File: config.mk
export PLATFORM = sky130hd
export DESIGN_NAME = conversion_control
export DESIGN_NICKNAME = d
export VERILOG_FILES = /design/src/logic/conv_ctrl_pkg.sv /design/src/logic/conversion_control.sv
export SDC_FILE = /design/constraint.sdc
export NUM_CORES = 1
export LEC_CHECK = 0
export BUFFER_PORTS_ARGS = -buffer_cell sky130_fd_sc_hd__buf_2
export CORE_ASPECT_RATIO = 1.4
export CORE_MARGIN = 3
export CORE_UTILIZATION = 35
export CTS_BUF_LIST = sky130_fd_sc_hd__clkbuf_8
export DETAILED_ROUTE_END_ITERATION = 8
export PLACE_DENSITY = 0.55
export SYNTH_ARGS = -nofsm -noshare
export SYNTH_HDL_FRONTEND = slang
export SYNTH_SLANG_ARGS = --single-unit
File: constraint.sdc
create_clock -name clk_in -period 2.31 [get_ports clk_in]
set_input_delay 0.231 -clock clk_in [delete_from_list [all_inputs] [get_ports clk_in]]
set_output_delay 0.231 -clock clk_in [all_outputs]
set_load 0.005 [all_outputs]
File: src/logic/conv_ctrl_pkg.sv
// Register map, field positions, reset values and sequence counts of the converter control
package conv_ctrl_pkg;

  // Register byte addresses
  localparam logic [7:0] CTRL_OFFSET     = 8'h00;
  localparam logic [7:0] CFG_OFFSET      = 8'h04;
  localparam logic [7:0] RES_LOW_OFFSET  = 8'h08;
  localparam logic [7:0] RES_HIGH_OFFSET = 8'h0C;

  // Control register fields
  localparam int CTRL_ENABLE_BIT = 7;
  localparam int CTRL_DELAY_BIT  = 6;
  localparam int CTRL_DONE_BIT   = 5;
  localparam int CTRL_BUSY_BIT   = 4;
  localparam int CTRL_SRC_LSB    = 0;
  localparam int CTRL_SRC_MSB    = 2;

  // Configuration register fields
  localparam int CFG_DIV_LSB     = 3;
  localparam int CFG_DIV_MSB     = 7;
  localparam int CFG_JUSTIFY_BIT = 2;
  localparam int CFG_NARROW_BIT  = 1;

  // Values after reset
  localparam logic [4:0] DIV_RESET     = 5'h1F;
  localparam logic       JUSTIFY_RESET = 1'b0;
  localparam logic       NARROW_RESET  = 1'b0;
  localparam logic [7:0] BYTE_ZERO     = 8'h00;

  // Sequence lengths in conversion-clock ticks
  localparam logic [3:0] DELAY_TICKS  = 4'h3;
  localparam logic [3:0] SETTLE_TICKS = 4'h2;
  localparam logic [3:0] WIDE_BITS    = 4'hA;
  localparam logic [3:0] NARROW_BITS  = 4'h8;
  localparam logic [3:0] WIDE_TICKS   = 4'hD;
  localparam logic [3:0] NARROW_TICKS = 4'hB;

  // Conversion trigger encodings
  typedef enum logic [2:0] {
    SRC_SOFTWARE = 3'b000,
    SRC_TIMER0   = 3'b001,
    SRC_TIMER2   = 3'b010,
    SRC_TIMER1   = 3'b011,
    SRC_EXT_PIN  = 3'b100,
    SRC_TIMER3   = 3'b101
  } start_source_e;

  typedef enum logic [1:0] {
    ST_IDLE    = 2'b00,
    ST_DELAY   = 2'b01,
    ST_CONVERT = 2'b10
  } conv_state_e;

endpackage : conv_ctrl_pkg

File: src/logic/conversion_control.sv
// Control logic of the 10-bit successive-approximation converter
//
// Our own choices: the strobed register port and the register addresses.
`timescale 1ns/1ps

module conversion_control
  import conv_ctrl_pkg::*;
#(
  parameter int RESULT_BITS = 10
) (
  // Clock and reset
  input  wire logic       clk_in,
  input  wire logic       reset_in,
  // Register port
  input  wire logic [7:0] reg_addr_in,
  input  wire logic [7:0] reg_wdata_in,
  input  wire logic       reg_write_in,
  input  wire logic       reg_read_in,
  output logic      [7:0] reg_rdata_out,
  // Timer overflow pulses, same clock
  input  wire logic       timer0_ovf_in,
  input  wire logic       timer1_ovf_in,
  input  wire logic       timer2_low_ovf_in,
  input  wire logic       timer2_high_ovf_in,
  input  wire logic       timer2_split_in,
  input  wire logic       timer3_low_ovf_in,
  input  wire logic       timer3_high_ovf_in,
  input  wire logic       timer3_split_in,
  // External start pin, asynchronous
  input  wire logic       external_start_pin_in,
  // Analog front end
  input  wire logic       comparator_in,
  output logic      [9:0] dac_code_out,
  output logic            track_out,
  output logic            shutdown_out,
  // Status
  output logic            busy_out,
  output logic            done_flag_out
);

  if (RESULT_BITS != 10) begin : gen_width_check
    $error("conversion_control supports only a 10-bit result");
  end

  // Register state
  logic                converter_enable_q;
  logic                delayed_track_enable_q;
  logic                conversion_done_flag_q;
  logic          [2:0] start_source_select_q;
  logic          [4:0] sar_clock_divider_q;
  logic                justify_select_q;
  logic                narrow_mode_enable_q;
  logic          [7:0] result_high_byte_q;
  logic          [7:0] result_low_byte_q;
  logic          [7:0] reg_rdata_q;

  // Sequencer state
  conv_state_e         state_q;
  logic          [4:0] div_count_q;
  logic          [3:0] tick_count_q;
  logic                narrow_active_q;
  logic          [9:0] sar_code_q;
  logic          [9:0] sar_code_d;
  logic                track_q;

  // Synchronisers
  logic          [1:0] pin_sync_q;
  logic                pin_last_q;
  logic          [1:0] cmp_sync_q;

  logic                ctrl_write;
  logic                sw_start;
  logic                trigger;
  logic                start;
  logic                sar_tick;
  logic          [3:0] total_ticks;
  logic          [3:0] bit_ticks;
  logic                in_bit_phase;
  logic          [3:0] bit_step;
  logic                finish;
  logic                pin_sync;
  logic                pin_rise;
  logic                enable_next;
  logic                delay_next;
  logic                delay_done;

  assign ctrl_write = reg_write_in && (reg_addr_in == CTRL_OFFSET);
  assign pin_sync   = pin_sync_q[1];
  assign pin_rise   = pin_sync && !pin_last_q;

  // Pin and comparator come from outside the clock domain
  always_ff @(posedge clk_in) begin
    if (reset_in) begin
      pin_sync_q <= 2'b00;
      pin_last_q <= 1'b0;
      cmp_sync_q <= 2'b00;
    end else begin
      pin_sync_q <= {pin_sync_q[0], external_start_pin_in};
      pin_last_q <= pin_sync;
      cmp_sync_q <= {cmp_sync_q[0], comparator_in};
    end
  end

  // Software start takes the source and enable being written in the same access
  assign sw_start = ctrl_write && reg_wdata_in[CTRL_BUSY_BIT]
                    && reg_wdata_in[CTRL_ENABLE_BIT]
                    && (reg_wdata_in[CTRL_SRC_MSB:CTRL_SRC_LSB] == SRC_SOFTWARE);

  always_comb begin
    unique case (start_source_select_q)
      SRC_SOFTWARE: trigger = 1'b0;
      SRC_TIMER0:   trigger = timer0_ovf_in;
      SRC_TIMER2:   trigger = timer2_split_in ? timer2_low_ovf_in : timer2_high_ovf_in;
      SRC_TIMER1:   trigger = timer1_ovf_in;
      SRC_EXT_PIN:  trigger = pin_rise;
      SRC_TIMER3:   trigger = timer3_split_in ? timer3_low_ovf_in : timer3_high_ovf_in;
      default:      trigger = 1'b0;
    endcase
  end

  // A software start may enable the converter and pick the delay in the same write,
  // so the sequence follows the values being written, not the old ones
  assign enable_next = ctrl_write ? reg_wdata_in[CTRL_ENABLE_BIT] : converter_enable_q;
  assign delay_next  = ctrl_write ? reg_wdata_in[CTRL_DELAY_BIT] : delayed_track_enable_q;

  // Triggers arriving while a conversion runs are dropped, not queued
  assign start = (state_q == ST_IDLE)
                 && ((converter_enable_q && trigger) || sw_start);

  // Conversion clock enable: one pulse every divider+1 system cycles,
  // held at zero in idle and restarted on each accepted start so the sequence is aligned to it
  always_ff @(posedge clk_in) begin
    if (reset_in) begin
      div_count_q <= 5'h00;
    end else if (start || state_q == ST_IDLE) begin
      div_count_q <= 5'h00;
    end else if (div_count_q == sar_clock_divider_q) begin
      div_count_q <= 5'h00;
    end else begin
      div_count_q <= div_count_q + 5'h01;
    end
  end

  // The 500 ksps ceiling is met by choosing a divider that keeps the conversion clock in range
  assign sar_tick = (state_q != ST_IDLE) && (div_count_q == sar_clock_divider_q);

  // Settle ticks, one tick per bit, then one tick to store the result
  assign total_ticks  = narrow_active_q ? NARROW_TICKS : WIDE_TICKS;
  assign bit_ticks    = narrow_active_q ? NARROW_BITS : WIDE_BITS;
  assign in_bit_phase = (tick_count_q >= SETTLE_TICKS)
                        && (tick_count_q < SETTLE_TICKS + bit_ticks);
  assign bit_step     = tick_count_q - SETTLE_TICKS;
  assign finish       = (state_q == ST_CONVERT) && sar_tick
                        && (tick_count_q == total_ticks - 4'h1);
  assign delay_done   = (state_q == ST_DELAY) && sar_tick
                        && (tick_count_q == DELAY_TICKS - 4'h1);

  // Sequencer
  always_ff @(posedge clk_in) begin
    if (reset_in) begin
      state_q         <= ST_IDLE;
      tick_count_q    <= 4'h0;
      narrow_active_q <= NARROW_RESET;
    end else if (!converter_enable_q && !start) begin
      state_q      <= ST_IDLE;
      tick_count_q <= 4'h0;
    end else begin
      unique case (state_q)
        ST_IDLE: begin
          tick_count_q    <= 4'h0;
          narrow_active_q <= narrow_mode_enable_q;
          if (start) begin
            state_q <= delay_next ? ST_DELAY : ST_CONVERT;
          end
        end
        ST_DELAY: begin
          if (sar_tick) begin
            if (tick_count_q == DELAY_TICKS - 4'h1) begin
              state_q      <= ST_CONVERT;
              tick_count_q <= 4'h0;
            end else begin
              tick_count_q <= tick_count_q + 4'h1;
            end
          end
        end
        ST_CONVERT: begin
          if (finish) begin
            state_q      <= ST_IDLE;
            tick_count_q <= 4'h0;
          end else if (sar_tick) begin
            tick_count_q <= tick_count_q + 4'h1;
          end
        end
        default: begin
          state_q <= ST_IDLE;
        end
      endcase
    end
  end

  // Successive approximation: keep the trial bit if the input is at or above
  // the trial code, then try the next lower bit
  always_comb begin
    sar_code_d = sar_code_q;
    if (state_q != ST_CONVERT) begin
      sar_code_d = 10'h200;
    end else if (sar_tick && in_bit_phase) begin
      for (int b = 0; b < 10; b++) begin
        if (b == 9 - int'(bit_step)) begin
          sar_code_d[b] = cmp_sync_q[1];
          if (b > 0 && int'(bit_step) < int'(bit_ticks) - 1) begin
            sar_code_d[b-1] = 1'b1;
          end
        end
      end
    end
  end

  // In narrow mode the two low trial bits are never set, so they stay zero
  always_ff @(posedge clk_in) begin
    if (reset_in) begin
      sar_code_q <= 10'h000;
    end else begin
      sar_code_q <= sar_code_d;
    end
  end

  // Tracking: internal sources track whenever enabled and not converting; pin source
  // without delay tracks only while the pin is low
  always_ff @(posedge clk_in) begin
    if (reset_in) begin
      track_q <= 1'b0;
    end else if (!converter_enable_q && !start) begin
      track_q <= 1'b0;
    end else if (start) begin
      track_q <= delay_next;
    end else if (state_q == ST_CONVERT || delay_done) begin
      track_q <= 1'b0;
    end else if (state_q == ST_DELAY) begin
      track_q <= 1'b1;
    end else if (start_source_select_q == SRC_EXT_PIN && !delayed_track_enable_q) begin
      track_q <= !pin_sync;
    end else begin
      track_q <= 1'b1;
    end
  end

  // Result bytes are written in the cycle the done flag sets, so they are valid with it
  always_ff @(posedge clk_in) begin
    if (reset_in) begin
      result_high_byte_q <= BYTE_ZERO;
      result_low_byte_q  <= BYTE_ZERO;
    end else if (finish) begin
      if (narrow_active_q) begin
        result_high_byte_q <= sar_code_q[9:2];
        result_low_byte_q  <= BYTE_ZERO;
      end else if (justify_select_q) begin
        result_high_byte_q <= sar_code_q[9:2];
        result_low_byte_q  <= {sar_code_q[1:0], 6'b00_0000};
      end else begin
        result_high_byte_q <= {6'b00_0000, sar_code_q[9:8]};
        result_low_byte_q  <= sar_code_q[7:0];
      end
    end
  end

  // Control register; the done flag clears on a write of 0, and a finishing
  // conversion in the same cycle wins
  always_ff @(posedge clk_in) begin
    if (reset_in) begin
      converter_enable_q     <= 1'b0;
      delayed_track_enable_q <= 1'b0;
      start_source_select_q  <= SRC_SOFTWARE;
      conversion_done_flag_q <= 1'b0;
    end else begin
      if (ctrl_write) begin
        converter_enable_q     <= reg_wdata_in[CTRL_ENABLE_BIT];
        delayed_track_enable_q <= reg_wdata_in[CTRL_DELAY_BIT];
        start_source_select_q  <= reg_wdata_in[CTRL_SRC_MSB:CTRL_SRC_LSB];
      end
      if (finish) begin
        conversion_done_flag_q <= 1'b1;
      end else if (ctrl_write && !reg_wdata_in[CTRL_DONE_BIT]) begin
        conversion_done_flag_q <= 1'b0;
      end
    end
  end

  // Configuration register
  always_ff @(posedge clk_in) begin
    if (reset_in) begin
      sar_clock_divider_q  <= DIV_RESET;
      justify_select_q     <= JUSTIFY_RESET;
      narrow_mode_enable_q <= NARROW_RESET;
    end else if (reg_write_in && reg_addr_in == CFG_OFFSET) begin
      sar_clock_divider_q  <= reg_wdata_in[CFG_DIV_MSB:CFG_DIV_LSB];
      justify_select_q     <= reg_wdata_in[CFG_JUSTIFY_BIT];
      narrow_mode_enable_q <= reg_wdata_in[CFG_NARROW_BIT];
    end
  end

  // Read port: data stand only in the cycle after the strobe; unmapped reads give zero
  always_ff @(posedge clk_in) begin
    if (reset_in) begin
      reg_rdata_q <= BYTE_ZERO;
    end else if (reg_read_in) begin
      unique case (reg_addr_in)
        CTRL_OFFSET: begin
          reg_rdata_q <= {converter_enable_q, delayed_track_enable_q, conversion_done_flag_q,
                          (state_q != ST_IDLE), 1'b0, start_source_select_q};
        end
        CFG_OFFSET: begin
          reg_rdata_q <= {sar_clock_divider_q, justify_select_q, narrow_mode_enable_q, 1'b0};
        end
        RES_LOW_OFFSET:  reg_rdata_q <= result_low_byte_q;
        RES_HIGH_OFFSET: reg_rdata_q <= result_high_byte_q;
        default:         reg_rdata_q <= BYTE_ZERO;
      endcase
    end else begin
      reg_rdata_q <= BYTE_ZERO;
    end
  end

  // Status and front-end outputs
  logic busy_q;
  logic shutdown_q;

  always_ff @(posedge clk_in) begin
    if (reset_in) begin
      busy_q     <= 1'b0;
      shutdown_q <= 1'b1;
    end else begin
      busy_q     <= start || (state_q != ST_IDLE && !finish && converter_enable_q);
      shutdown_q <= !enable_next;
    end
  end

  assign reg_rdata_out = reg_rdata_q;
  assign dac_code_out  = sar_code_q;
  assign track_out     = track_q;
  assign shutdown_out  = shutdown_q;
  assign busy_out      = busy_q;
  assign done_flag_out = conversion_done_flag_q;

endmodule : conversion_control

==> summary.txt <==
Detailed routing
  – Vias: 2955
  – # DRC: 0
  – Pre-Repair DR Iteration Count: 4
  – DR iter-0 viols: 139
  – Drt total wl: 8770 µm
  – WL/cell: 15.8 µm
  – DR vias/cell: 5.32
  – Post-DRT Antenna Nets: 0

Global routing
  – First-pass GRT wire length: 14100 µm
  – Vias in the first global route: 2889
  – Initial antenna violation count: 0
  – Total track usage: 17.0%
  – Grt total ovfl: 0
  – Pin count of the biggest net entering global routing: 26

Synthesis
  – Seq/Total Area, Yosys: 39.5%
  – Synth warn: 0
  – Synthesized area per cell: 8.96 µm²
  – Mapped cell area: 0.00339 mm²
  – Mux share of post-synthesis cell area: 8.77%
  – Synthesized netlist cell count: 379
  – Main combinational cell family by area after synthesis: simple AND/OR/NAND/NOR gates
  – Distinct cells, synth: 55
  – Async SR Flop Fraction: 0%
  – Synth Register Bits: 67
  – Adder and majority cell fraction of the synthesized area: 6.27%
  – Post-Syn Nets: 426
  – Simple-gate share of the synthesized area: 21.9%
  – Synth Area in XOR/XNOR: 3.32%
  – Post-synth top flop: dfxtp_1
  – EDFF count, synth: 0
  – Synth Area in Compound Gates: 16.0%

Setup path
  – CP arrival: 2420 ps
  – CP Data Required Time: 2560 ps
  – Worst r2r src: narrow_active_q
  – Crit Path Max Fanout: 15
  – CP Class: register to register
  – Cell repeated most along the worst path: buf_4
  – Critical Path Sink Type: register
  – Max stage delay cell, worst path: dfxtp_1
  – Reg2reg setup slack: 140 ps
  – Reg2Reg Depth: 9
  – FF-to-FF End: dac_code_out[4]
  – Startpoint Class: register
  – Worst stage delay on the critical path: 320 ps
  – Worst path cell trace: buf_4 > ha_1 > nor2b_1 > o21ai_0 > a21oi_1 > nor4_4 > buf_4 > a31oi_1 > a311oi_1

STA
  – Min Clock Period, post-route: 2170 ps
  – Final setup fails: 0
  – Max Transition Viols Final: 0
  – Worst hold slack: 89.0 ps
  – Final period util: 93.9%
  – Clk_skew: 11.9 ps
  – Worst slew pin tran: 728 ps
  – Final Hold Fails: 0
  – Highest clock rate: 461 MHz
  – Slew Limit Headroom: 51.0%

Pwr
  – Combinational share of power: 3.6%
  – Clock power share: 43.0%
  – NetSw: 494 µW
  – Internal power component: 1.69 mW
  – Switching part of the total power: 22.7%
  – Power Total: 2.18 mW
  – Seq pwr share: 53.4%
  – Worst VDD drop: 245 µV
  – Leak Pwr: 1.68 nW
  – Power per cell area: 536 mW/mm²

Placed design
  – GPL Wtd Cong: 0.819
  – IO Port Bufs: 51
  – Detailed placer's ending HPWL: 6820 µm

Hold path
  – Worst hold stages: 2
  – Hold path startpoint: external_start_pin_in
  – Worst min path class: input pin to register
  – Worst Hold Path EP: pin_sync_q[0]

Cells and area
  – Syn-to-layout area delta: 19.8%
  – Most common cell after layout, fill and taps aside: dfxtp_1
  – Layout cells sized above 1: 24.8%
  – Commonest non-fill, non-tap cells in the layout: 66 x dfxtp_1, 51 x buf_2, 32 x a21oi_1, 31 x nand2_1, 29 x nor2_1
  – NumNets Final: 490
  – # diodes: 0

CTS
  – CTS root buf: clkbuf_8
  – Hold_buf cts: 0
  – CTS sink cnt: 67
  – H-tree Lvls: 3
  – CTS clk-pin slew, worst paths: 70 ps
  – TritonCTS clock tree: done
  – Worst skew pair latency: 360 ps
  – CTS Buffer Depth: 2
  – CTS Buf Count: 9

Job
  – Max Cap Violations: 0

Die
  – Top-Level Pins: 52
  – Die height: 123 µm
  – Placement Rows: 41
  – Die X: 89.2 µm
  – Die area: 0.0109 mm²
  – Core region area: 0.00923 mm²
  – Starting Density: 36.8%

Run status
  – Status: finished clean
[timing repair]
action	CTS	global route
setup buffers	0	1
gates resized for setup	0	8
setup endpoints to repair	0	7
[worst max-delay path, delay by kind of cell (launching register included)]
family	cells	cell delay, ps
simple gates	2	370
compound gates	4	690
buf+inv	2	400
fa+ha+maj	1	290
flops	1	320
[layout make-up]
class	instances	area (µm²)
fill	935	5170
multi-input combinational	279	1940
sequential	67	1340
timing repair buffer	71	405
tap	107	134
clock buffer	9	124
clock inverter	7	62.6
inverter	15	56.3
[per-stage QoR]
| step | util [%] | instances | setup WS [ps] | cell area [µm²] | setup TNS (ps) |
|---|---|---|---|---|---|
| after floorplan | - | 379 | 35.1 | 3400 | 0 |
| after global placement | 41.6 | 538 | 103 | 3840 | 0 |
| after detailed placement | 41.6 | 538 | 70.7 | 3840 | 0 |
| after CTS | 43.6 | 554 | 76.8 | 4030 | 0 |
| after global routing | 44.1 | 555 | -20.5 | 4070 | -38.9 |
| final | 44.1 | 555 | 140 | 4070 | 0 |
[layer usage]
metal | part of all wire, % | vias up | GRT usage (%)
met1 | 41 | 1397 | 18.7
met5 | 0 | - | 0
met3 | 2.8 | 23 | 3.29
met2 | 53 | 57 | 30.2
met4 | 3.5 | 0 | 8.94
li1 | - | 1478 | -
[worst max-delay path by stage]
| stage | from | to | cells after the start |
|---|---|---|---|
| 2_1_floorplan | tick_count_q[1] | dac_code_out[9] | 8 |
| 3_3_place_gp | reg_addr_in[7] | tick_count_q[1] | 7 |
| 3_5_place_dp | reg_addr_in[7] | state_q[0] | 6 |
| 4_1_cts | state_q[0] | dac_code_out[4] | 9 |
| 5_1_grt | narrow_active_q | state_q[0] | 8 |
| 6_report | narrow_active_q | dac_code_out[4] | 9 |
[flip-flops by register name, indices dropped and copies added (netlist names), 2 cells and up]
name	cells
dac_code_out	10
reg_rdata_out	8
result_high_byte_q	8
result_low_byte_q	8
div_count_q	5
sar_clock_divider_q	5
tick_count_q	4
start_source_select_q	3
cmp_sync_q	2
pin_sync_q	2
state_q	2
[power groups by stage]
| stage | Sequential, mW | Clock (mW) | Combinational, mW |
|---|---|---|---|
| after floorplan | 1.19 | 0 | 0.0396 |
| after global placement | 1.19 | 0 | 0.0791 |
| after detailed placement | 1.19 | 0 | 0.0806 |
| after CTS | 1.16 | 0.964 | 0.0809 |
| after global routing | 1.16 | 1.02 | 0.0874 |
| final | 1.16 | 0.937 | 0.0795 |
[kinds of logic after synthesis]
group                      after synthesis
and+or+nand+nor                        143
AOI/OAI and AO/OA                       85
DFF                                     67
buffers and inverters                   33
muxes                                   22
adders and majority gates               17
xor gates and xnor gates                12
[synthesized netlist by cell type (4+ instances only)]
master,n,share of area (%)
nand2_1,31,3.4
and3_1,5,0.92
nor2_1,29,3.2
mux2i_1,14,4.1
a21o_1,5,1.1
xnor2_1,7,1.8
mux4_2,6,4.0
ha_1,17,6.3
xor2_1,4,1.0
a21oi_1,33,4.9
a211o_1,4,1.0
nand2b_1,4,0.74
clkbuf_1,13,1.4
a31oi_1,9,1.7
nor2b_1,16,2.9
o21ai_0,12,1.8
inv_1,15,1.7
nor3_1,12,1.8
dfxtp_1,67,40
a311oi_1,6,1.5
nand3_1,24,3.5
or3_1,4,0.74
No activity file was read; power rests on OpenSTA's default activity.
